[src/rtl/sfp_pkg.sv]
// Shared constants and types for the serial flash port and protection block.
package sfp_pkg;
  localparam logic [7:0] OP_WRITE_ENABLE_CMD = 8'h06;
  localparam logic [7:0] OP_WRITE_DISABLE_CMD = 8'h04;
  localparam logic [7:0] OP_RDSR_LO = 8'h05;
  localparam logic [7:0] OP_RDSR_HI = 8'h35;
  localparam logic [7:0] OP_STATUS_WRITE_CMD = 8'h01;
  localparam logic [7:0] OP_READ = 8'h03;
  localparam logic [7:0] OP_FAST = 8'h0b;
  localparam logic [7:0] OP_DOUT = 8'h3b;
  localparam logic [7:0] OP_QOUT = 8'h6b;
  localparam logic [7:0] OP_DIO = 8'hbb;
  localparam logic [7:0] OP_QIO = 8'heb;
  localparam logic [7:0] OP_QWORD = 8'he7;
  localparam logic [7:0] OP_PP = 8'h02;
  localparam logic [7:0] OP_SE = 8'h20;
  localparam logic [7:0] OP_BE32 = 8'h52;
  localparam logic [7:0] OP_BE64 = 8'hd8;
  localparam logic [7:0] OP_CE1 = 8'h60;
  localparam logic [7:0] OP_CE2 = 8'hc7;
  localparam logic [7:0] OP_DP = 8'hb9;
  localparam logic [7:0] OP_RDP = 8'hab;
  localparam int ADDR_W = 21;
  localparam logic [21:0] SPAN = 22'h200000;
  localparam logic [1:0] LG_X1 = 2'h0;
  localparam logic [1:0] LG_X2 = 2'h1;
  localparam logic [1:0] LG_X4 = 2'h2;
  localparam logic [4:0] CLK_BYTE = 5'h08;
  localparam logic [4:0] CLK_ADDR = 5'h18;
  localparam logic [4:0] LOG_PAGE = 5'h08;
  localparam logic [4:0] LOG_SECT = 5'h0c;
  localparam logic [4:0] LOG_B32 = 5'h0f;
  localparam logic [4:0] LOG_B64 = 5'h10;
  localparam logic [4:0] LOG_ALL = 5'h15;
  localparam logic [4:0] LOG_BLK_BASE = 5'h0f;
  localparam logic [4:0] LOG_SUB_BASE = 5'h0b;
  localparam logic [2:0] SUB_MAX = 3'h4;
  localparam int HI_CMP = 6;
  localparam int HI_QE = 1;
  localparam int LO_PROT_LSB = 2;
  localparam logic [5:0] SYNC_RST = 6'h20;
  typedef enum logic [2:0] {
    PH_CMD = 3'b000,
    PH_ADDR = 3'b001,
    PH_DUMMY = 3'b011,
    PH_DATA = 3'b010,
    PH_IGNORE = 3'b110
  } sfp_phase_t;
  typedef enum logic [1:0] {ER_SECT, ER_B32, ER_B64, ER_CHIP} sfp_erase_t;
endpackage

[src/rtl/sfp_core.sv]
// Serial flash link front end with write enable latch and array protection.
`timescale 1ns/1ps
// Function
// (RULE1) Host uses clock mode 0 or 3; both work with the device.
// (RULE2) Input bits taken on clock rise, output bits launched on clock fall.
// (RULE3) Dual read commands use lines 0 and 1, two bits per clock.
// (RULE4) Quad read commands use lines 0 to 3, four bits per clock.
// (RULE5) Quad commands are honoured only while the quad enable bit is set.
// (RULE6) Pause stops only the link; array operations keep running.
// (RULE7) Pause starts on pause pin low, only while link clock is low.
// (RULE8) Pause ends on pause pin high, only while link clock is low.
// (RULE9) While paused the output floats and clock and input are ignored.
// (RULE10) Chip select high during pause resets the interface logic.
// (RULE11) Host releases pause before selecting the chip again.
// (RULE12) Write enable command sets the write enable latch.
// (RULE13) Latch clears on reset, write disable, status write, program, erase.
// (RULE14) Protected region stays readable but program and erase are refused.
// (RULE15) Write protect low with status protect set locks protection bits.
// (RULE16) In deep power-down only the release command is accepted.
// (RULE17) Protect field decodes to none, all, or a top or bottom range.
// (RULE18) Status write, program and erase are refused while the latch is clear.
// (RULE19) Without quad enable, lines 2 and 3 act as protect and pause pins.
// (RULE20) A refused protected operation leaves the array and later commands alone.
module sfp_core
  import sfp_pkg::*;
#(
  parameter logic [4:0] DUMMY_FAST = 5'h08,
  parameter logic [4:0] DUMMY_DIO = 5'h04,
  parameter logic [4:0] DUMMY_QIO = 5'h06,
  parameter logic [4:0] DUMMY_QWORD = 5'h04
) (
  input wire logic clk,
  input wire logic rst,
  input wire logic csN,
  input wire logic sclk,
  input wire logic [3:0] dataLineIn,
  output logic [3:0] dataLineOut,
  output logic [3:0] dataLineOeN,
  input wire logic busy,
  input wire logic [7:0] readByte,
  output logic [sfp_pkg::ADDR_W-1:0] memAddr,
  output logic [7:0] wrData,
  output logic wrStrobe,
  output logic programReq,
  output logic eraseReq,
  output logic [1:0] eraseKind,
  output logic protectReject,
  output logic writeEnableLatch,
  output logic [4:0] protectBits,
  output logic statusProtectBit,
  output logic quadEnableBit,
  output logic complementBit,
  output logic deepPowerDown,
  output logic holdActive
);
  import sfp_pkg::*;

  // ----------------------------------------
  // Decode functions.
  // ----------------------------------------
  function automatic logic opHasAddr(input logic [7:0] op);
    opHasAddr = op inside {OP_READ, OP_FAST, OP_DOUT, OP_QOUT, OP_DIO, OP_QIO, OP_QWORD,
                           OP_PP, OP_SE, OP_BE32, OP_BE64};
  endfunction

  function automatic logic [1:0] opAddrLg(input logic [7:0] op);
    opAddrLg = (op == OP_DIO) ? LG_X2 : (op inside {OP_QIO, OP_QWORD}) ? LG_X4 : LG_X1;
  endfunction

  function automatic logic [1:0] opDataLg(input logic [7:0] op);
    opDataLg = (op inside {OP_DOUT, OP_DIO}) ? LG_X2 :
               (op inside {OP_QOUT, OP_QIO, OP_QWORD}) ? LG_X4 : LG_X1;
  endfunction

  function automatic logic [4:0] opDummy(input logic [7:0] op);
    opDummy = (op inside {OP_FAST, OP_DOUT, OP_QOUT}) ? DUMMY_FAST :
              (op == OP_DIO) ? DUMMY_DIO : (op == OP_QIO) ? DUMMY_QIO :
              (op == OP_QWORD) ? DUMMY_QWORD : 5'h00;
  endfunction

  function automatic logic [4:0] opLog(input logic [7:0] op);
    opLog = (op == OP_PP) ? LOG_PAGE : (op == OP_SE) ? LOG_SECT :
            (op == OP_BE32) ? LOG_B32 : (op == OP_BE64) ? LOG_B64 : LOG_ALL;
  endfunction

  function automatic logic [23:0] shiftIn(input logic [23:0] s, input logic [1:0] lg,
                                          input logic [3:0] d);
    unique case (lg)
      LG_X1: shiftIn = {s[22:0], d[0]};
      LG_X2: shiftIn = {s[21:0], d[1:0]};
      LG_X4: shiftIn = {s[19:0], d};
      default: shiftIn = s;
    endcase
  endfunction

  function automatic logic protHit(input logic [4:0] bp, input logic c,
                                   input logic [20:0] s, input logic [20:0] e);
    logic [2:0] n;
    logic [4:0] lg;
    logic [21:0] sz;
    logic [21:0] lo;
    logic [21:0] hi;
    n = (bp[4] && bp[2:0] > SUB_MAX) ? SUB_MAX : bp[2:0];
    lg = bp[4] ? LOG_SUB_BASE + 5'(n) : LOG_BLK_BASE + 5'(n);
    sz = 22'h1 << lg;
    lo = bp[3] ? 22'h0 : SPAN - sz;
    hi = bp[3] ? sz - 22'h1 : SPAN - 22'h1;
    if (c) protHit = 1'b1;
    else if (bp[2:0] == 3'h0) protHit = 1'b0;
    else if (bp[2:1] == 2'b11) protHit = 1'b1;
    else protHit = ({1'b0, s} <= hi) && ({1'b0, e} >= lo);
  endfunction

  // ----------------------------------------
  // Pin synchronisers and edge detection.
  // ----------------------------------------
  logic [5:0] sync1_r, sync2_r;
  logic sclkPrev_r, csPrev_r, hold_r;
  wire csS = sync2_r[5];
  wire sclkS = sync2_r[4];
  wire [3:0] dIn = sync2_r[3:0];
  always_ff @(posedge clk) begin
    if (rst) begin
      sync1_r <= SYNC_RST;
      sync2_r <= SYNC_RST;
      sclkPrev_r <= 1'b0;
      csPrev_r <= 1'b1;
    end else begin
      sync1_r <= {csN, sclk, dataLineIn};
      sync2_r <= sync1_r;
      sclkPrev_r <= sclkS;
      csPrev_r <= csS;
    end
  end
  wire sclkRise = sclkS & ~sclkPrev_r; // RULE1
  wire sclkFall = ~sclkS & sclkPrev_r;
  wire csRise = csS & ~csPrev_r;
  wire rxEdge = ~csS & ~hold_r & sclkRise; // RULE2 RULE9
  wire txEdge = ~csS & ~hold_r & sclkFall; // RULE2 RULE9

  // ----------------------------------------
  // Status bits and pin roles.
  // ----------------------------------------
  logic wel_r, srp_r, qe_r, cmp_r, pd_r;
  logic [4:0] bp_r;
  wire holdPinN = dIn[3] | qe_r; // RULE19
  wire hwProt = srp_r & ~dIn[2] & ~qe_r; // RULE15 RULE19
  wire [7:0] statusLo = {srp_r, bp_r, wel_r, busy};
  wire [7:0] statusHi = {1'b0, cmp_r, 4'h0, qe_r, 1'b0};

  // ----------------------------------------
  // Pause control.
  // ----------------------------------------
  // Array work driven by busy is untouched by the pause. RULE6
  always_ff @(posedge clk) begin
    if (rst || csS) hold_r <= 1'b0; // RULE10
    else if (!hold_r && !holdPinN && !sclkS) hold_r <= 1'b1; // RULE7
    else if (hold_r && holdPinN && !sclkS) hold_r <= 1'b0; // RULE8
  end

  // ----------------------------------------
  // Receive sequencer.
  // ----------------------------------------
  sfp_phase_t phase_r;
  logic [4:0] cnt_r;
  logic [1:0] lg_r, byteCnt_r;
  logic [23:0] sr_r;
  logic [7:0] cmd_r, loByte_r, hiByte_r, wrData_r;
  logic [20:0] addr_r;
  logic done_r, wrStrobe_r;
  wire [23:0] srNext = shiftIn(sr_r, lg_r, dIn);
  wire [7:0] cmdByte = srNext[7:0];
  wire cntLast = (cnt_r == 5'h01);
  wire isQuad = cmdByte inside {OP_QOUT, OP_QIO, OP_QWORD};
  wire cmdOk = pd_r ? (cmdByte == OP_RDP) : // RULE16
               busy ? (cmdByte inside {OP_RDSR_LO, OP_RDSR_HI}) : (!isQuad || qe_r); // RULE5
  wire [1:0] addrLg = opAddrLg(cmdByte); // RULE3 RULE4
  wire [1:0] dataLgR = opDataLg(cmd_r); // RULE3 RULE4
  wire [4:0] dummyR = opDummy(cmd_r);
  wire isEraseR = cmd_r inside {OP_SE, OP_BE32, OP_BE64};
  always_ff @(posedge clk) begin
    wrStrobe_r <= 1'b0;
    if (rst || csS) begin
      phase_r <= PH_CMD;
      cnt_r <= CLK_BYTE;
      lg_r <= LG_X1;
      done_r <= 1'b0;
      byteCnt_r <= 2'h0;
      sr_r <= 24'h0;
      if (rst) begin
        cmd_r <= 8'h00;
        addr_r <= 21'h0;
        loByte_r <= 8'h00;
        hiByte_r <= 8'h00;
        wrData_r <= 8'h00;
      end
    end else if (rxEdge) begin
      sr_r <= srNext;
      cnt_r <= cnt_r - 5'h01;
      unique case (phase_r)
        PH_CMD: if (cntLast) begin
          cmd_r <= cmdByte;
          if (!cmdOk) phase_r <= PH_IGNORE;
          else if (opHasAddr(cmdByte)) begin
            phase_r <= PH_ADDR;
            lg_r <= addrLg;
            cnt_r <= CLK_ADDR >> addrLg;
          end else if (cmdByte inside {OP_RDSR_LO, OP_RDSR_HI, OP_STATUS_WRITE_CMD}) begin
            phase_r <= PH_DATA;
            cnt_r <= CLK_BYTE;
          end else begin
            phase_r <= PH_IGNORE;
            done_r <= 1'b1;
          end
        end
        PH_ADDR: if (cntLast) begin
          addr_r <= srNext[20:0];
          if (isEraseR) begin
            phase_r <= PH_IGNORE;
            done_r <= 1'b1;
          end else if (dummyR != 5'h00) begin
            phase_r <= PH_DUMMY;
            cnt_r <= dummyR;
          end else begin
            phase_r <= PH_DATA;
            lg_r <= dataLgR;
            cnt_r <= CLK_BYTE >> dataLgR;
          end
        end
        PH_DUMMY: if (cntLast) begin
          phase_r <= PH_DATA;
          lg_r <= dataLgR;
          cnt_r <= CLK_BYTE >> dataLgR;
        end
        PH_DATA: if (cntLast) begin
          cnt_r <= CLK_BYTE;
          if (cmd_r inside {OP_STATUS_WRITE_CMD, OP_PP}) done_r <= 1'b1;
          if (cmd_r == OP_PP) begin
            wrData_r <= srNext[7:0];
            wrStrobe_r <= 1'b1;
          end
          if (byteCnt_r == 2'h0) loByte_r <= srNext[7:0];
          if (byteCnt_r == 2'h1) hiByte_r <= srNext[7:0];
          if (byteCnt_r != 2'h2) byteCnt_r <= byteCnt_r + 2'h1;
        end
        PH_IGNORE: done_r <= 1'b0;
        default: phase_r <= PH_IGNORE;
      endcase
    end
  end

  // ----------------------------------------
  // Transmit path.
  // ----------------------------------------
  logic [7:0] outSr_r;
  logic [4:0] outCnt_r;
  logic [3:0] laneOut_r, oeN_r;
  logic drive_r;
  logic [20:0] rdAddr_r;
  wire txCmd = cmd_r inside {OP_READ, OP_FAST, OP_DOUT, OP_QOUT, OP_DIO, OP_QIO, OP_QWORD,
                             OP_RDSR_LO, OP_RDSR_HI};
  wire txGo = txEdge & txCmd & (phase_r == PH_DATA);
  wire txLoad = txGo & (outCnt_r == 5'h00);
  wire addrLoad = rxEdge & (phase_r == PH_ADDR) & cntLast;
  wire [7:0] srcByte = (cmd_r == OP_RDSR_LO) ? statusLo :
                       (cmd_r == OP_RDSR_HI) ? statusHi : readByte;
  wire [7:0] txByte = txLoad ? srcByte : outSr_r;
  wire [3:0] laneW = 4'h1 << lg_r;
  wire [3:0] laneBits = (lg_r == LG_X4) ? txByte[7:4] : // RULE4
                        (lg_r == LG_X2) ? {2'b00, txByte[7:6]} : // RULE3
                        {2'b00, txByte[7], 1'b0};
  wire [3:0] laneMask = (lg_r == LG_X4) ? 4'hf : (lg_r == LG_X2) ? 4'h3 : 4'h2;
  always_ff @(posedge clk) begin
    if (rst) begin
      outSr_r <= 8'h00;
      outCnt_r <= 5'h00;
      laneOut_r <= 4'h0;
      drive_r <= 1'b0;
      rdAddr_r <= 21'h0;
    end else if (csS || phase_r != PH_DATA) begin
      drive_r <= 1'b0;
      outCnt_r <= 5'h00;
      rdAddr_r <= addrLoad ? srNext[20:0] : addr_r;
    end else if (txGo) begin
      laneOut_r <= laneBits; // RULE2
      outSr_r <= txByte << laneW;
      drive_r <= 1'b1;
      outCnt_r <= txLoad ? (CLK_BYTE >> lg_r) - 5'h01 : outCnt_r - 5'h01;
      if (txLoad && txCmd && !(cmd_r inside {OP_RDSR_LO, OP_RDSR_HI})) rdAddr_r <= rdAddr_r + 21'h1;
    end
  end
  always_ff @(posedge clk) begin
    if (rst) oeN_r <= 4'hf;
    else oeN_r <= (drive_r && !hold_r && !csS) ? ~laneMask : 4'hf; // RULE9
  end

  // ----------------------------------------
  // Command execution at deselect.
  // ----------------------------------------
  logic progReq_r, eraseReq_r, reject_r;
  logic [1:0] eraseKind_r;
  wire exec = csRise & done_r & ~hold_r; // RULE10
  wire [21:0] regMaskW = (22'h1 << opLog(cmd_r)) - 22'h1;
  wire [20:0] regStart = addr_r & ~regMaskW[20:0];
  wire [20:0] regEnd = addr_r | regMaskW[20:0];
  wire hit = protHit(bp_r, cmp_r, regStart, regEnd); // RULE14 RULE17
  wire isModify = cmd_r inside {OP_PP, OP_SE, OP_BE32, OP_BE64, OP_CE1, OP_CE2};
  always_ff @(posedge clk) begin
    progReq_r <= 1'b0;
    eraseReq_r <= 1'b0;
    reject_r <= 1'b0;
    if (rst) begin
      wel_r <= 1'b0; // RULE13
      bp_r <= 5'h00;
      srp_r <= 1'b0;
      qe_r <= 1'b0;
      cmp_r <= 1'b0;
      pd_r <= 1'b0;
      eraseKind_r <= ER_SECT;
    end else if (exec) begin
      if (cmd_r == OP_WRITE_ENABLE_CMD) wel_r <= 1'b1; // RULE12
      if (cmd_r == OP_WRITE_DISABLE_CMD || cmd_r == OP_STATUS_WRITE_CMD || isModify) wel_r <= 1'b0; // RULE13
      if (cmd_r == OP_STATUS_WRITE_CMD && wel_r && !hwProt) begin // RULE15 RULE18
        {srp_r, bp_r} <= loByte_r[7:LO_PROT_LSB];
        if (byteCnt_r == 2'h2) begin
          cmp_r <= hiByte_r[HI_CMP];
          qe_r <= hiByte_r[HI_QE];
        end
      end
      if (isModify && wel_r) begin // RULE18
        if (hit) reject_r <= 1'b1; // RULE20
        else if (cmd_r == OP_PP) progReq_r <= 1'b1;
        else eraseReq_r <= 1'b1;
      end
      eraseKind_r <= (cmd_r == OP_SE) ? ER_SECT : (cmd_r == OP_BE32) ? ER_B32 :
                     (cmd_r == OP_BE64) ? ER_B64 : ER_CHIP;
      if (cmd_r == OP_DP) pd_r <= 1'b1; // RULE16
      if (cmd_r == OP_RDP) pd_r <= 1'b0; // RULE16
    end
  end

  // ----------------------------------------
  // Outputs.
  // ----------------------------------------
  assign dataLineOut = laneOut_r;
  assign dataLineOeN = oeN_r;
  assign memAddr = rdAddr_r;
  assign wrData = wrData_r;
  assign wrStrobe = wrStrobe_r;
  assign programReq = progReq_r;
  assign eraseReq = eraseReq_r;
  assign eraseKind = eraseKind_r;
  assign protectReject = reject_r;
  assign writeEnableLatch = wel_r;
  assign protectBits = bp_r;
  assign statusProtectBit = srp_r;
  assign quadEnableBit = qe_r;
  assign complementBit = cmp_r;
  assign deepPowerDown = pd_r;
  assign holdActive = hold_r;

  // ----------------------------------------
  // Assertions.
  // ----------------------------------------
  wire cmdEnd = rxEdge & (phase_r == PH_CMD) & cntLast;
  wire allHit = protHit(bp_r, cmp_r, 21'h0, 21'h1fffff);
  property p_launch; // RULE2
    @(posedge clk) disable iff (rst) $changed(laneOut_r) |-> $past(txEdge);
  endproperty
  a_launch: assert property (p_launch) else $error("Output lane changed off a falling edge."); // RULE2
  property p_holdFloat; // RULE9
    @(posedge clk) disable iff (rst) hold_r ##1 hold_r |-> dataLineOeN == 4'hf;
  endproperty
  a_holdFloat: assert property (p_holdFloat) else $error("Output driven while paused."); // RULE9
  property p_holdEnter; // RULE7
    @(posedge clk) disable iff (rst) $rose(hold_r) |-> !$past(sclkS) && !$past(holdPinN);
  endproperty
  a_holdEnter: assert property (p_holdEnter) else $error("Pause began with clock high."); // RULE7
  property p_holdExit; // RULE8
    @(posedge clk) disable iff (rst) $fell(hold_r) && !$past(csS) |-> !$past(sclkS);
  endproperty
  a_holdExit: assert property (p_holdExit) else $error("Pause ended with clock high."); // RULE8
  property p_csReset; // RULE10
    @(posedge clk) disable iff (rst) csS |=> !hold_r && phase_r == PH_CMD;
  endproperty
  a_csReset: assert property (p_csReset) else $error("Deselect did not reset interface."); // RULE10
  property p_write_enable_cmd; // RULE12
    @(posedge clk) disable iff (rst) exec && cmd_r == OP_WRITE_ENABLE_CMD |=> wel_r ##1 wel_r || $past(exec);
  endproperty
  a_write_enable_cmd: assert property (p_write_enable_cmd) else $error("Write enable did not set latch."); // RULE12
  property p_welClear; // RULE13
    @(posedge clk) disable iff (rst) exec && (isModify || cmd_r == OP_WRITE_DISABLE_CMD) |=> !wel_r;
  endproperty
  a_welClear: assert property (p_welClear) else $error("Latch not cleared."); // RULE13
  property p_noWel; // RULE18
    @(posedge clk) disable iff (rst) exec && !wel_r |=> !programReq && !eraseReq && $stable(bp_r);
  endproperty
  a_noWel: assert property (p_noWel) else $error("Modify accepted with latch clear."); // RULE18
  property p_hwLock; // RULE15
    @(posedge clk) disable iff (rst) exec && hwProt |=> $stable(bp_r) && $stable(srp_r);
  endproperty
  a_hwLock: assert property (p_hwLock) else $error("Protect bits changed while locked."); // RULE15
  property p_quadGate; // RULE5
    @(posedge clk) disable iff (rst) cmdEnd && isQuad && !qe_r |=> phase_r == PH_IGNORE;
  endproperty
  a_quadGate: assert property (p_quadGate) else $error("Quad command taken without enable."); // RULE5
  property p_pdGate; // RULE16
    @(posedge clk) disable iff (rst) cmdEnd && pd_r && cmdByte != OP_RDP |=> phase_r == PH_IGNORE;
  endproperty
  a_pdGate: assert property (p_pdGate) else $error("Command taken in power-down."); // RULE16
  property p_protMap; // RULE17
    @(posedge clk) disable iff (rst) !cmp_r |-> (bp_r[2:0] == 3'h0 |-> !allHit) and
      (bp_r[2:1] == 2'b11 |-> protHit(bp_r, cmp_r, 21'h0, 21'h0));
  endproperty
  a_protMap: assert property (p_protMap) else $error("Protect field decoded wrongly."); // RULE17
  property p_protReject; // RULE20
    @(posedge clk) disable iff (rst) exec && isModify && wel_r && hit |=>
      protectReject && !programReq && !eraseReq;
  endproperty
  a_protReject: assert property (p_protReject) else $error("Protected modify not refused."); // RULE20
endmodule // sfp_core

[config.mk]
export PLATFORM = sky130hd
export DESIGN_NAME = sfp_core
export DESIGN_NICKNAME = d
export VERILOG_FILES = /design/src/rtl/sfp_pkg.sv /design/src/rtl/sfp_core.sv
export SDC_FILE = /design/constraint.sdc
export NUM_CORES = 1
export LEC_CHECK = 0
export ABC_AREA = 1
export ABC_CLOCK_PERIOD_IN_PS = 5600
export CAP_MARGIN = 5
export CELL_PAD_IN_SITES_DETAIL_PLACEMENT = 1
export CELL_PAD_IN_SITES_GLOBAL_PLACEMENT = 2
export CORE_MARGIN = 4
export CORE_UTILIZATION = 35
export DETAILED_ROUTE_END_ITERATION = 16
export DONT_BUFFER_PORTS = 1
export GPL_TIMING_DRIVEN = 0
export PLACE_DENSITY_LB_ADDON = 0.08
export SLEW_MARGIN = 10
export SYNTH_ARGS = -nofsm -noshare
export SYNTH_HDL_FRONTEND = slang
export SYNTH_SLANG_ARGS = --single-unit
[constraint.sdc]
create_clock -name clk -period 5.6 [get_ports clk]
set_input_delay 1.4 -clock clk [delete_from_list [all_inputs] [get_ports clk]]
set_output_delay 1.4 -clock clk [all_outputs]
set_load 0.05 [all_outputs]
# ---- Yosys cells after proc, flatten, opt, wreduce, memory -nomap -nowiden
# Cells that the tools add are included.
dict set report word_totals {
  word_cells 335
  out_inout_bits 54
  regBits 160
}
dict set report op_classes {
  n_bitwise 35
  order_cmp 3
  n_eq_ne 60
  reduce_logical 80
  shift 7
  n_addsub 10
  muxes 107
}
# op n
set op_table {}
lappend op_table {{21-bit two-way mux} 9}
lappend op_table {{8-bit two-way mux} 18}
lappend op_table {{8-bit == test, second input constant} 12}
lappend op_table {{5-bit two-way mux} 14}
lappend op_table {{21-bit case mux with 3 select lines} 1}
lappend op_table {{8-bit by 6-bit == test with 1-bit output, second input constant} 6}
lappend op_table {{22-bit two-way mux} 2}
lappend op_table {{8-bit by 7-bit == test with 1-bit output, second input constant} 5}
lappend op_table {{3-bit two-way mux} 12}
lappend op_table {{2-bit nonzero test} 18}
lappend op_table {{7-bit two-way mux} 5}
lappend op_table {{8-bit by 2-bit == test with 1-bit output, second input constant} 4}
lappend op_table {{8-bit by 3-bit == test with 1-bit output, second input constant} 4}
lappend op_table {{2-bit != test, second input constant} 14}
lappend op_table {{1-bit two-way mux} 26}
lappend op_table {{2-bit two-way mux} 13}
lappend op_table {{21-bit by 22-bit >= comparator with 1-bit output} 1}
lappend op_table {{21-bit by 22-bit <= comparator with 1-bit output} 1}
lappend op_table {{1-bit by 5-bit left shift with 22-bit output, first input constant} 1}
lappend op_table {{22-bit by 1-bit subtractor with 22-bit output, second input constant} 1}
lappend op_table {{22-bit subtractor, first input constant} 1}
lappend op_table {{21-bit by 1-bit adder with 21-bit output, second input constant} 1}
lappend op_table {{21-bit bitwise AND} 1}
lappend op_table {{21-bit NOT} 1}
lappend op_table {{50 further kinds} 131}

# ---- Depth between registers and ports, before layout
# Gate-level depths: netlist (run 1).
dict set report logic_depth {
  ltp_word 15
  ltp_mapped 33
  mapped_depth_nobuf 33
}

# ---- Worst setup path before layout (run 1)
# Ideal clock, no wire load.
dict set report synth_timing {
  kind {register to register}
  start {register bp_r[2] (netlist: protectBits[2])}
  end {register eraseReq_r (netlist: eraseReq)}
  setup_ns 0.123
  setup_slack_ns 1.495
  period_less_slack_ns 4.105
  arrival_time_ns 3.982
  path_stages_with_launch 33
  n_path_buf 0
  cell_sequence {dfxtp_1 -> nand2_1 -> inv_1 -> nor2_2 -> fa_1 -> nor3_1 -> inv_1 -> nor2_1 -> inv_1 -> ha_1 -> nand2_1 -> nor2_1 -> inv_1 -> nor2_2 -> nand3_1 -> a21oi_1 -> o21ai_0 -> ha_1 -> nand2_1 -> nor4_1 -> nand2_1 -> nand2_1 -> nand2_1 -> nand2_1 -> nand2_1 -> nand2_1 -> nand2_1 -> nand2_1 -> nand2_1 -> nand2_1 -> nand3_1 -> nand3_1 -> nor2_1}
}
dict set report synth_via {
  elab_chain_len 14
  elab_cells_between_ends 20
  cone_classes {add/sub: 4; order compare: 3; eq/ne: 1; shift: 1; mux: 7; reduce/logical: 4}
}
# element line
set synth_lines {}
lappend synth_lines {{from (decl)} sfp_core.sv:145} ;# logic [4:0] bp_r;
lappend synth_lines {{from (signal assigned)} sfp_core.sv:324} ;# {srp_r, bp_r} <= loByte_r[7:LO_PROT_LSB];
lappend synth_lines {{3-bit greater-than comparator} --}
lappend synth_lines {{1-bit logical AND} --}
lappend synth_lines {{3-bit two-way mux} --}
lappend synth_lines {{4-bit by 3-bit adder with 5-bit output} --}
lappend synth_lines {{5-bit two-way mux} --}
lappend synth_lines {{1-bit by 5-bit left shift with 22-bit output} --}
lappend synth_lines {{22-bit by 1-bit subtractor with 22-bit output / 22-bit subtractor (equally long branches)} --}
lappend synth_lines {{22-bit two-way mux} --}
lappend synth_lines {{21-bit by 22-bit <= comparator with 1-bit output / 21-bit by 22-bit >= comparator with 1-bit output (equally long branches)} sfp_core.sv:111} ;# else protHit = ({1'b0, s} <= hi) && ({1'b0, e} >= lo);
lappend synth_lines {{1-bit logical AND} sfp_core.sv:111}
lappend synth_lines {{1-bit two-way mux} sfp_core.sv:110} ;# else if (bp[2:1] == 2'b11) protHit = 1'b1;
lappend synth_lines {{1-bit two-way mux (*)} sfp_core.sv:109} ;# else if (bp[2:0] == 3'h0) protHit = 1'b0;
lappend synth_lines {{1-bit two-way mux (*)} sfp_core.sv:108} ;# if (c) protHit = 1'b1;
lappend synth_lines {{4-bit OR reduction (no line) (*)} --}
lappend synth_lines {{to (signal assigned)} sfp_core.sv:310} ;# eraseReq_r <= 1'b0;
lappend synth_lines {{to (signal assigned)} sfp_core.sv:333} ;# else eraseReq_r <= 1'b1;
lappend synth_lines {{to (decl)} sfp_core.sv:300} ;# logic progReq_r, eraseReq_r, reject_r;
# Every way passes the cells marked *; elsewhere a longest branch is shown, timed or not.
# A chain may end at the register's enable or synchronous reset.

# ---- Worst setup path in the final report (run 1)
dict set report layout_timing {
  start {register bp_r[0] (netlist: protectBits[0])}
  end {register eraseReq_r (netlist: eraseReq)}
}
# The elaborated chain is that of the path after synthesis.

==> impl_metrics.sql, run 1 <==
INSERT INTO impl_metrics (metric_group, metric, value, unit) VALUES
('global_routing', 'global_route_wire_length_before_repair', '63200', 'µm'),
('global_routing', 'grt_max_degree', '17', ''),
('pwr', 'combPwrFrac', '0.047', ''),
('global_routing', 'antenna_found_initial', '0', ''),
('outcome', 'status', 'completed', ''),
('clock_network', 'hold_buffers', '0', ''),
('placement', 'dp.cells', '1960', ''),
('synthesis', 'sequential_share_of_the_synthesized_area', '0.332', ''),
('critical_path', 'worst_path_max_delay_cell', 'dfxtp_1', ''),
('critical_path', 'worstSetupStartpointType', 'flop', ''),
('clock_network', 'clock_path_buffers', '2', ''),
('cells_and_area', 'syn_to_final_growth', '11.3', '%'),
('synthesis', 'ys_ff_latch', '152', ''),
('pwr', 'power.share.clock', '0.496', ''),
('routing', 'first_pass_iters', '5', ''),
('clock_network', 'worst_setup_hold_path_clk_slew', '70', 'ps'),
('timing', 'grt_setup_unrepaired', 'false', ''),
('clock_network', 'htreeDepth', '4', ''),
('pwr', 'internal-power', '1960', 'µW'),
('timing', 'hold_violations', '0', ''),
('clock_network', 'cts.repair_timing.setup_buffer_count', '0', ''),
('clock_network', 'postCtsResizedCells', '0', ''),
('synthesis', 'synthesis.instances', '1561', ''),
('routing', 'via_per_inst', '5.31', ''),
('cells_and_area', 'antenna-diode-count', '0', ''),
('critical_path', 'endpoint_arrival_time_on_the_critical_path', '5310', 'ps'),
('floorplanning', 'die-height', '181', 'µm'),
('pwr', 'sw_frac_of_total', '0.256', ''),
('cells_and_area', 'layout_common_cells', '331 x nand2_1, 223 x nor2_1, 202 x inv_1', ''),
('cells_and_area', 'final_layout_size_suffix_gt1_frac', '0.0743', ''),
('routing', 'met2_length', '18700', 'µm'),
('routing', 'top_metal_layer_carrying_routed_signals', 'met4', ''),
('clock_network', 'tritoncts', 'yes', ''),
('job', 'drv.max_cap_violation_count', '0', ''),
('synthesis', 'warning_count_from_the_yosys_run', '0', ''),
('cells_and_area', 'fin_cells', '1992', ''),
('floorplanning', 'die_x', '181', 'µm'),
('critical_path', 'timing.critical_path.to_type', 'flop', ''),
('min_path', 'min-delay-path-class', 'flop to flop', ''),
('timing', 'layout_worst_path_cycle_share', '0.895', ''),
('clock_network', 'numCtsBuffers', '17', ''),
('routing', 'drt.antenna.violating_nets', '0', ''),
('clock_network', 'cts_root_buf', 'clkbuf_16', ''),
('routing', 'wl_per_cell', '20.3', 'µm'),
('timing', 'clock.fmax', '199', 'MHz'),
('timing', 'period_minus_slack', '5010', 'ps'),
('pwr', 'power.sequential.fraction', '0.457', ''),
('critical_path', 'critical_path_class', 'flop to flop', ''),
('critical_path', 'critical_path_peak_fanout', '6', ''),
('cells_and_area', 'final_common_cell', 'nand2_1', ''),
('floorplanning', 'top_level_ports', '71', ''),
('timing', 'clk_skew', '10.6', 'ps'),
('timing', 'timing.final.max_slew_violations', '0', ''),
('routing', 'routedLengthMet1', '19000', 'µm'),
('placement', 'gp_congestion', '0.900', ''),
('timing', 'max_slew.worst_pin.slew', '1010', 'ps'),
('timing', 'final_number_of_setup_violating_endpoints', '0', ''),
('cells_and_area', 'design.final.nets', '1665', ''),
('cells_and_area', 'final_core_utilization', '0.395', ''),
('routing', 'detailroute.wirelength.met3', '1700', 'µm'),
('critical_path', 'path_common_cell', 'nand2_1', ''),
('floorplanning', 'initial_utilization', '0.355', ''),
('critical_path', 'cp.required', '5900', 'ps'),
('routing', 'finalWirelength', '40400', 'µm'),
('routing', 'post-route-drc-count', '0', ''),
('synthesis', 'post_synth.cell_area_avg', '6.74', 'µm²'),
('pwr', 'power_leakage', '0.00495', 'µW'),
('synthesis', 'synth.lib_cells_used.distinct', '59', ''),
('critical_path', 'cpPeakStageDelay', '850', 'ps'),
('pwr', 'switchingPower', '675', 'µW'),
('floorplanning', 'design.die.area', '0.0329', 'mm²');
routing by layer:
layer  global-route usage  up-vias
li1                     -     5231
met1                0.329     5092
met2                0.409      221
met5                    0        -
met4               0.0745        0
met3               0.0441       43
final timing paths:
check / slack [ps] / to / startpoint / cells past startpoint
setup reg to reg: 590 / eraseReq / protectBits[0] / 31
hold reg to reg: 410 / sync2_r[2] / sync1_r[2] / 2
hold / removal: 410 / sync2_r[2] / sync1_r[2] / 2
setup / recovery: 590 / eraseReq / protectBits[0] / 31
synth_stat cells, drive strengths merged:
| library cell | count | area [µm²] |
|---|---|---|
| mux2i | 1 | 10.0 |
| nor3 | 33 | 175 |
| clkinv | 5 | 18.8 |
| or2 | 9 | 56.3 |
| a21oi | 105 | 526 |
| a221oi | 1 | 8.76 |
| a31oi | 10 | 62.6 |
| o31ai | 1 | 7.51 |
| a22oi | 4 | 30.0 |
| a41oi | 3 | 26.3 |
| a211oi | 8 | 60.1 |
| o211ai | 13 | 97.6 |
| edfxtp | 45 | 1350 |
| o21bai | 6 | 78.8 |
| o2111a | 1 | 11.3 |
| o22ai | 44 | 275 |
| and3 | 1 | 6.26 |
| nor2 | 240 | 973 |
| nor4b | 1 | 8.76 |
| a21o | 1 | 7.51 |
| nand4 | 14 | 87.6 |
| a21boi | 1 | 7.51 |
| xor2 | 4 | 35.0 |
| fa | 1 | 20.0 |
| o21ai | 130 | 658 |
| and2 | 3 | 18.8 |
| a311oi | 4 | 41.3 |
| inv | 212 | 796 |
| nor4 | 13 | 96.3 |
| clkbuf | 28 | 105 |
| nand2 | 346 | 1350 |
| o32ai | 2 | 17.5 |
| dfxtp | 107 | 2140 |
| conb | 2 | 7.51 |
| xnor2 | 4 | 35.0 |
| a22o | 1 | 8.76 |
| buf | 19 | 133 |
| ha | 58 | 726 |
| nand3 | 80 | 448 |
metrics by stage:
stage                     worst slack [ps]  hold WS, ps  total power, µW  instance area, µm²
after floorplan                       1500          388             1300               10600
after global placement                 532          390             1350               11000
after detailed placement               509          399             1350               11100
after CTS                              499          409             2660               11700
after global routing                  10.4          430             2730               11700
final                                  586          405             2630               11700
cell type report:
type                       instances  area, µm²
fill                            3894      17900
multi-input combinational       1153       6020
sequential                       152       3490
inverter                         217        815
tap                              390        488
clock buffer                      17        425
buffer                            47        238
clock inverter                    15        224
timing repair buffer               1       11.3
power by group through the flow:
stage,sequential (µW),combinational [µW],clock (µW)
after floorplan,1220,81.6,0
after global placement,1230,119,0
after detailed placement,1230,123,0
after CTS,1200,124,1330
after global routing,1210,141,1390
final,1200,125,1300
sequential cells by signal (all words and copies together), names as in the netlist, 2 cells and up:
register / cells
loByte_r: 6
hiByte_r: 2
lg_r: 2
memAddr: 21
phase_r: 3
dataLineOeN: 3
sr_r: 21
outSr_r: 8
byteCnt_r: 2
sync1_r: 6
eraseKind: 2
protectBits: 5
addr_r: 21
wrData: 8
cnt_r: 5
outCnt_r: 5
cmd_r: 8
sync2_r: 6
dataLineOut: 4
critical path: cells and delay by family (launching register included):
| kind | cells | cell delay [ps] |
|---|---|---|
| AO/OA/AOI/OAI | 2 | 280 |
| adder cells (fa/ha/maj) | 2 | 850 |
| buffers and inverters | 3 | 360 |
| flip-flops | 1 | 850 |
| AND/OR/NAND/NOR | 24 | 2530 |
logic make-up after synthesis:
logic type,synth area share
other,0.000714
XOR/XNOR,0.00666
AO/OA/AOI/OAI,0.183
adder cells (fa/ha/maj),0.0709
AND/OR/NAND/NOR,0.306
multiplexers,0.000951
flip-flops,0.332
buffers and inverters,0.100
(Power assumes the default switching activity.)
==> run 2, diff against run 1 <==
--- a/config.mk
+++ b/config.mk
@@ -6,12 +6,12 @@
 export NUM_CORES = 1
 export LEC_CHECK = 0
 export ABC_AREA = 1
-export ABC_CLOCK_PERIOD_IN_PS = 5600
+export ABC_CLOCK_PERIOD_IN_PS = 4500
 export CAP_MARGIN = 5
 export CELL_PAD_IN_SITES_DETAIL_PLACEMENT = 1
 export CELL_PAD_IN_SITES_GLOBAL_PLACEMENT = 2
 export CORE_MARGIN = 4
-export CORE_UTILIZATION = 35
+export CORE_UTILIZATION = 33
 export DETAILED_ROUTE_END_ITERATION = 16
 export DONT_BUFFER_PORTS = 1
 export GPL_TIMING_DRIVEN = 0
==> constraint.sdc (replaced) <==
create_clock -name clk -period 4.5 [get_ports clk]
set_input_delay 1.125 -clock clk [delete_from_list [all_inputs] [get_ports clk]]
set_output_delay 1.125 -clock clk [all_outputs]
set_load 0.05 [all_outputs]
==> run 2 against run 1 <==
Clock power is 18% higher; largest cell class unchanged; non-clock buffer count is 15 higher; critical endpoint unchanged; utilization is 1.2 points lower; critical path depth is 2 lower; cell area is 3.1% higher; total power is 21% higher; first-iteration DRC count is 11% lower; die area is 5.8% higher; clock skew is 7.4 ps higher.
==> impl_metrics.sql, run 2 (same netlist as run 1, synthesis figures left out) <==
INSERT INTO impl_metrics (metric_group, metric, value, unit) VALUES
('outcome', 'status', 'completed', ''),
('placement', 'port_buffer_count', '0', ''),
('cells_and_area', 'final_common_cell', 'nand2_1', ''),
('floorplanning', 'placementRows', '65', ''),
('clock_network', 'cts_root_buf', 'clkbuf_16', ''),
('cells_and_area', 'finish.instance_area', '0.0121', 'mm²'),
('critical_path', 'path_delay_family', 'simple AND/OR/NAND/NOR gates', ''),
('critical_path', 'cp.required', '4810', 'ps'),
('pwr', 'power_leakage', '0.00505', 'µW'),
('critical_path', 'cp_num_buf_inv', '3', ''),
('min_path', 'min-delay-path-class', 'flop to flop', ''),
('global_routing', 'global_route_wire_length_before_repair', '63100', 'µm'),
('clock_network', 'tritoncts', 'yes', ''),
('placement', 'dp.cells', '1973', ''),
('timing', 'max_slew.worst_pin.slew', '1130', 'ps'),
('clock_network', 'clock-sinks', '152', ''),
('timing', 'hold_violations', '0', ''),
('floorplanning', 'die_x', '187', 'µm'),
('global_routing', 'grt_max_degree', '17', ''),
('routing', 'drt.antenna.violating_nets', '0', ''),
('timing', 'clk_skew', '18.1', 'ps'),
('cells_and_area', 'number_of_filler_cells_placed_in_the_layout', '4032', ''),
('floorplanning', 'die-height', '187', 'µm'),
('routing', 'dr_total_vias', '10700', ''),
('floorplanning', 'design.die.area', '0.0348', 'mm²'),
('pwr', 'irDropWorstVdd', '281', 'µV'),
('timing', 'timing.final.max_slew_violations', '0', ''),
('floorplanning', 'initial_utilization', '0.334', ''),
('clock_network', 'worst_setup_hold_path_clk_slew', '70', 'ps'),
('critical_path', 'endpoint_arrival_time_on_the_critical_path', '4610', 'ps'),
('cells_and_area', 'ff_latch_area', '0.00351', 'mm²'),
('routing', 'wl_per_cell', '20.3', 'µm'),
('placement', 'detailed_place.area', '0.0111', 'mm²'),
('clock_network', 'htreeDepth', '4', ''),
('job', 'drv.max_cap_violation_count', '0', ''),
('clock_network', 'clk-insertion-delay-late', '470', 'ps'),
('clock_network', 'clock_path_buffers', '2', ''),
('global_routing', 'gr-usage-all-layers', '0.232', ''),
('routing', 'initialDrtViolationCount', '528', ''),
('critical_path', 'worstSetupStartpointType', 'flop', ''),
('routing', 'via_per_inst', '5.29', ''),
('critical_path', 'critical_path_peak_fanout', '8', ''),
('critical_path', 'cpPeakStageDelay', '610', 'ps'),
('timing', 'timing.max_slew.rel_slack', '0.247', ''),
('cells_and_area', 'final_layout_size_suffix_gt1_frac', '0.115', ''),
('floorplanning', 'coreArea', '0.0315', 'mm²'),
('routing', 'post-route-drc-count', '0', ''),
('cells_and_area', 'fin_cells', '2019', ''),
('cells_and_area', 'multiInputGateArea', '0.00625', 'mm²'),
('routing', 'first_pass_iters', '5', ''),
('placement', 'place_hpwl', '32700', 'µm'),
('critical_path', 'timing.critical_path.to_type', 'flop', ''),
('timing', 'period_minus_slack', '4300', 'ps'),
('routing', 'finalWirelength', '40900', 'µm'),
('timing', 'layout_worst_path_cycle_share', '0.955', ''),
('clock_network', 'numCtsBuffers', '17', ''),
('critical_path', 'path_common_cell', 'nand2_1', ''),
('critical_path', 'critical_path_class', 'flop to flop', ''),
('global_routing', 'antenna_found_initial', '0', ''),
('cells_and_area', 'layout_common_cells', '327 x nand2_1, 211 x nor2_1, 191 x inv_1', ''),
('global_routing', 'global_route.overflow_total', '0', ''),
('clock_network', 'hold_buffers', '0', ''),
('critical_path', 'worst_path_max_delay_cell', 'fa_2', ''),
('placement', 'gp_congestion', '0.880', ''),
('timing', 'clock.fmax', '233', 'MHz'),
('cells_and_area', 'design.final.nets', '1680', ''),
('floorplanning', 'top_level_ports', '71', ''),
('cells_and_area', 'syn_to_final_growth', '14.7', '%'),
('timing', 'final_number_of_setup_violating_endpoints', '0', ''),
('cells_and_area', 'antenna-diode-count', '0', ''),
('pwr', 'cellPowerDensity', '264', 'mW/mm²'),
('global_routing', 'via_count_of_the_first_global_routing_pass', '10700', '');
run 2: changes by cell type in the layout (fill, tap and decap cells not counted), sizes merged:
cell,previous run,this run
buf,20,35
clkinvlp,0,3
inv,223,220
bufinv,4,2
clkinv,5,7
run 2: per-layer routing:
layer	vias to the layer above	part of all wire	wire, µm	GRT usage
li1	5261	-	-	-
met1	5159	0.48	19600	0.323
met2	210	0.46	19000	0.382
met3	41	0.041	1660	0.0397
met4	0	0.016	640	0.0509
met5	-	0	0	0
run 2: worst paths after layout:
kind / startpoint / end / slack, ps / cells past startpoint
hold reg to reg: sync1_r[3] / sync2_r[3] / 410 / 2
hold / removal: sync1_r[3] / sync2_r[3] / 410 / 2
setup reg to reg: protectBits[2] / eraseReq / 200 / 29
setup / recovery: protectBits[2] / eraseReq / 200 / 29
run 2: area by class of cell:
class	instances	area share
Multi-Input combinational cell	1153	0.518
Sequential cell	152	0.291
Inverter	217	0.0685
Tap cell	402	0.0416
Clock buffer	17	0.0352
Buffer	47	0.0197
Clock inverter	15	0.0149
Timing Repair Buffer	16	0.0116
run 2: where the power goes:
group          total, µW  switching [µW]  internal (µW)
Clock               1540             694            841
Sequential          1490            60.6           1430
Combinational        157             112           45.1
run 2: stage by stage:
step | setup TNS, ps | util | worst slack, ps | total power (µW) | hold WS [ps]
floorplan | 0 | - | 395 | 1620 | 388
global placement | -1840 | 0.351 | -628 | 1680 | 390
detailed placement | -2070 | 0.352 | -696 | 1680 | 396
CTS | 0 | 0.375 | 31.1 | 3210 | 400
global route | -87.7 | 0.384 | -36.4 | 3300 | 431
finish | 0 | 0.384 | 201 | 3190 | 405
run 2: worst reg2reg max path, delay by kind of cell (launching register included):
family / cells / cell delay (ps)
AO/OA/AOI/OAI: 1 / 110
flip-flops: 1 / 510
AND/OR/NAND/NOR: 23 / 2330
adder cells (fa/ha/maj): 2 / 920
buffers and inverters: 3 / 290
run 2: what timing repair did:
action / in CTS / in global routing
endpoints found under the setup margin: 3 / 3
setup buffers: 4 / 10
resized for setup: 22 / 58
pin swaps: 1 / 8
==> run 3, diff against run 2 <==
--- a/config.mk
+++ b/config.mk
@@ -7,16 +7,16 @@
 export LEC_CHECK = 0
 export ABC_AREA = 1
 export ABC_CLOCK_PERIOD_IN_PS = 4500
-export CAP_MARGIN = 5
 export CELL_PAD_IN_SITES_DETAIL_PLACEMENT = 1
 export CELL_PAD_IN_SITES_GLOBAL_PLACEMENT = 2
 export CORE_MARGIN = 4
-export CORE_UTILIZATION = 33
+export CORE_UTILIZATION = 34
+export CTS_BUF_LIST = sky130_fd_sc_hd__clkbuf_8
 export DETAILED_ROUTE_END_ITERATION = 16
 export DONT_BUFFER_PORTS = 1
 export GPL_TIMING_DRIVEN = 0
 export PLACE_DENSITY_LB_ADDON = 0.08
-export SLEW_MARGIN = 10
+export SLEW_MARGIN = 30
 export SYNTH_ARGS = -nofsm -noshare
 export SYNTH_HDL_FRONTEND = slang
 export SYNTH_SLANG_ARGS = --single-unit
==> run 3 against run 2 <==
Die area shrank 2.8%; routed wire length is essentially flat; total power shrank 15%; clock power shrank 31%; utilization grew 0.31 points; sequential power is essentially flat; global-route usage grew 0.83 points; non-clock buffer count grew 1; setup slack gained 69 ps; clock skew grew 10 ps; critical path depth grew 3.
==> impl_metrics.sql, run 3 (same netlist as run 1, synthesis figures left out) <==
INSERT INTO impl_metrics (metric_group, metric, value, unit) VALUES
('global_routing', 'grt_max_degree', '18', ''),
('global_routing', 'gr-usage-all-layers', '0.241', ''),
('floorplanning', 'design.die.area', '0.0338', 'mm²'),
('critical_path', 'worst_path_max_delay_cell', 'fa_2', ''),
('pwr', 'irDropWorstVdd', '221', 'µV'),
('critical_path', 'timing.critical_path.to_type', 'flop', ''),
('min_path', 'holdPathStages', '2', ''),
('clock_network', 'clk-insertion-delay-late', '530', 'ps'),
('timing', 'period_minus_slack', '4230', 'ps'),
('critical_path', 'worst_r2r_path_depth', '32', ''),
('pwr', 'switchingPower', '831', 'µW'),
('critical_path', 'endpoint_arrival_time_on_the_critical_path', '4600', 'ps'),
('critical_path', 'cp.required', '4870', 'ps'),
('critical_path', 'path_common_cell', 'nand2_1', ''),
('timing', 'clock.fmax', '236', 'MHz'),
('min_path', 'hold_start', 'sync1_r[2]', ''),
('routing', 'drt.antenna.violating_nets', '0', ''),
('timing', 'timing.max_slew.rel_slack', '0.338', ''),
('pwr', 'power_leakage', '0.00493', 'µW'),
('critical_path', 'critical_path_peak_fanout', '8', ''),
('pwr', 'power.sequential.fraction', '0.549', ''),
('pwr', 'internal-power', '1890', 'µW'),
('critical_path', 'crit-reg2reg-launch', 'protectBits[2]', ''),
('routing', 'first_pass_iters', '5', ''),
('cells_and_area', 'final_layout_size_suffix_gt1_frac', '0.119', ''),
('placement', 'placement.setup.worst_slack', '-611', 'ps'),
('global_routing', 'antenna_found_initial', '4', ''),
('placement', 'port_buffer_count', '0', ''),
('pwr', 'power.share.clock', '0.394', ''),
('min_path', 'min-delay-path-class', 'flop to flop', ''),
('clock_network', 'htreeDepth', '4', ''),
('routing', 'post-route-drc-count', '0', ''),
('clock_network', 'worst_setup_hold_path_clk_slew', '100', 'ps'),
('clock_network', 'clock-sinks', '152', ''),
('floorplanning', 'top_level_ports', '71', ''),
('critical_path', 'rrSetupSlack', '270', 'ps'),
('routing', 'dr_total_vias', '10500', ''),
('placement', 'gp_congestion', '0.886', ''),
('critical_path', 'cpPeakStageDelay', '530', 'ps'),
('floorplanning', 'die_x', '184', 'µm'),
('critical_path', 'cp_num_buf_inv', '4', ''),
('critical_path', 'path_delay_family', 'simple AND/OR/NAND/NOR gates', ''),
('global_routing', 'global_route_wire_length_before_repair', '62500', 'µm'),
('floorplanning', 'placementRows', '64', ''),
('floorplanning', 'coreArea', '0.0306', 'mm²'),
('global_routing', 'global_route.overflow_total', '0', ''),
('pwr', 'sw_frac_of_total', '0.306', ''),
('clock_network', 'tritoncts', 'yes', ''),
('floorplanning', 'die-height', '184', 'µm'),
('timing', 'clk_skew', '28.1', 'ps'),
('global_routing', 'via_count_of_the_first_global_routing_pass', '10700', ''),
('cells_and_area', 'layout_common_cells', '327 x nand2_1, 209 x nor2_1, 191 x inv_1', ''),
('clock_network', 'cts_root_buf', 'clkbuf_8', ''),
('cells_and_area', 'final_common_cell', 'nand2_1', ''),
('cells_and_area', 'design.final.nets', '1681', ''),
('timing', 'final_number_of_setup_violating_endpoints', '0', ''),
('cells_and_area', 'syn_to_final_growth', '12.4', '%'),
('clock_network', 'numCtsBuffers', '17', ''),
('timing', 'layout_worst_path_cycle_share', '0.940', ''),
('job', 'drv.max_cap_violation_count', '0', ''),
('timing', 'timing.hold.ws', '398', 'ps'),
('floorplanning', 'initial_utilization', '0.344', ''),
('timing', 'post-route-worst-setup-slack', '270', 'ps'),
('pwr', 'combPwrFrac', '0.057', ''),
('pwr', 'cellPowerDensity', '230', 'mW/mm²'),
('timing', 'max_slew.worst_pin.slew', '992', 'ps'),
('clock_network', 'clock_path_buffers', '2', ''),
('min_path', 'hold_path_end', 'sync2_r[2]', ''),
('clock_network', 'hold_buffers', '0', ''),
('routing', 'via_per_inst', '5.23', ''),
('critical_path', 'critical_path_class', 'flop to flop', ''),
('routing', 'initialDrtViolationCount', '595', ''),
('timing', 'hold_violations', '0', ''),
('critical_path', 'worstSetupStartpointType', 'flop', ''),
('timing', 'timing.final.max_slew_violations', '0', ''),
('critical_path', 'worst_r2r_endpoint', 'eraseReq', ''),
('cells_and_area', 'antenna-diode-count', '0', ''),
('placement', 'place_hpwl', '32600', 'µm'),
('outcome', 'status', 'completed', ''),
('routing', 'wl_per_cell', '20.3', 'µm'),
('pwr', 'power', '2720', 'µW'),
('routing', 'finalWirelength', '40900', 'µm');
## run 3: cell types whose count changed in the layout (fill, tap and decap cells not counted), moves of 2 or more
cell / previous run / this run
buf_4: 19 / 21
bufinv_16: 2 / 0
clkbuf_16: 17 / 0
clkbuf_8: 0 / 17
inv_2: 18 / 20
inv_6: 4 / 9
inv_8: 5 / 3
nand3_1: 66 / 68
nor2_1: 211 / 209
nor3_1: 28 / 25
nor3_2: 4 / 7
o21ai_0: 112 / 108
o21ai_1: 15 / 19
## run 3: what timing repair did
item / in CTS / in global routing
setup endpoints to repair: 3 / 3
buffers inserted: 1 / 14
pin swaps: 0 / 12
gates resized for setup: 19 / 67
## run 3: area by class of cell
class                      instances  area (µm²)
buffer                            47         238
clock buffer                      17         234
clock inverter                    15         145
fill                            3954       18800
inverter                         217         821
multi-input combinational       1153        6270
sequential                       152        3510
tap                              396         495
timing repair buffer              17         125
## run 3: routing by layer
| metal | GRT usage | vias up | routed length (µm) |
|---|---|---|---|
| li1 | - | 5262 | - |
| met1 | 0.324 | 5057 | 19200 |
| met2 | 0.397 | 169 | 19100 |
| met3 | 0.0487 | 43 | 1790 |
| met4 | 0.0624 | 8 | 772 |
| met5 | 0 | - | 61 |
## run 3: worst max-delay path by stage
stage | start | endpoint | slack, ps | cells after the start
4_1_cts | protectBits[2] | eraseReq | 30 | 23
3_5_place_dp | protectBits[4] | eraseReq | -610 | 31
3_3_place_gp | protectBits[4] | eraseReq | -600 | 31
6_report | protectBits[2] | eraseReq | 270 | 32
2_1_floorplan | protectBits[2] | eraseReq | 400 | 32
5_1_grt | protectBits[2] | eraseReq | -70 | 32
## run 3: worst min-delay path, cell delays in order (launching register included)
cell and delay (ps):
dfxtp_1 300, inv_1 40, nor2_1 30
## run 3: power by group through the flow
| stage | Combinational, µW | Clock, µW | Sequential, µW |
|---|---|---|---|
| after detailed placement | 153 | 0 | 1530 |
| after floorplan | 102 | 0 | 1520 |
| after CTS | 154 | 1100 | 1490 |
| after global placement | 148 | 0 | 1530 |
| final | 156 | 1070 | 1490 |
| after global routing | 176 | 1150 | 1500 |
## run 3: through the flow
| step | setup TNS [ps] | std cells | utilization | area [µm²] |
|---|---|---|---|---|
| 4_1_cts | 0 | 1999 | 0.376 | 11500 |
| 3_3_place_gp | -3710 | 1965 | 0.361 | 11100 |
| 3_5_place_dp | -1800 | 1966 | 0.362 | 11100 |
| 5_1_grt | -117 | 2014 | 0.387 | 11800 |
| 6_report | 0 | 2014 | 0.387 | 11800 |
| 2_1_floorplan | 0 | 1569 | - | 10600 |
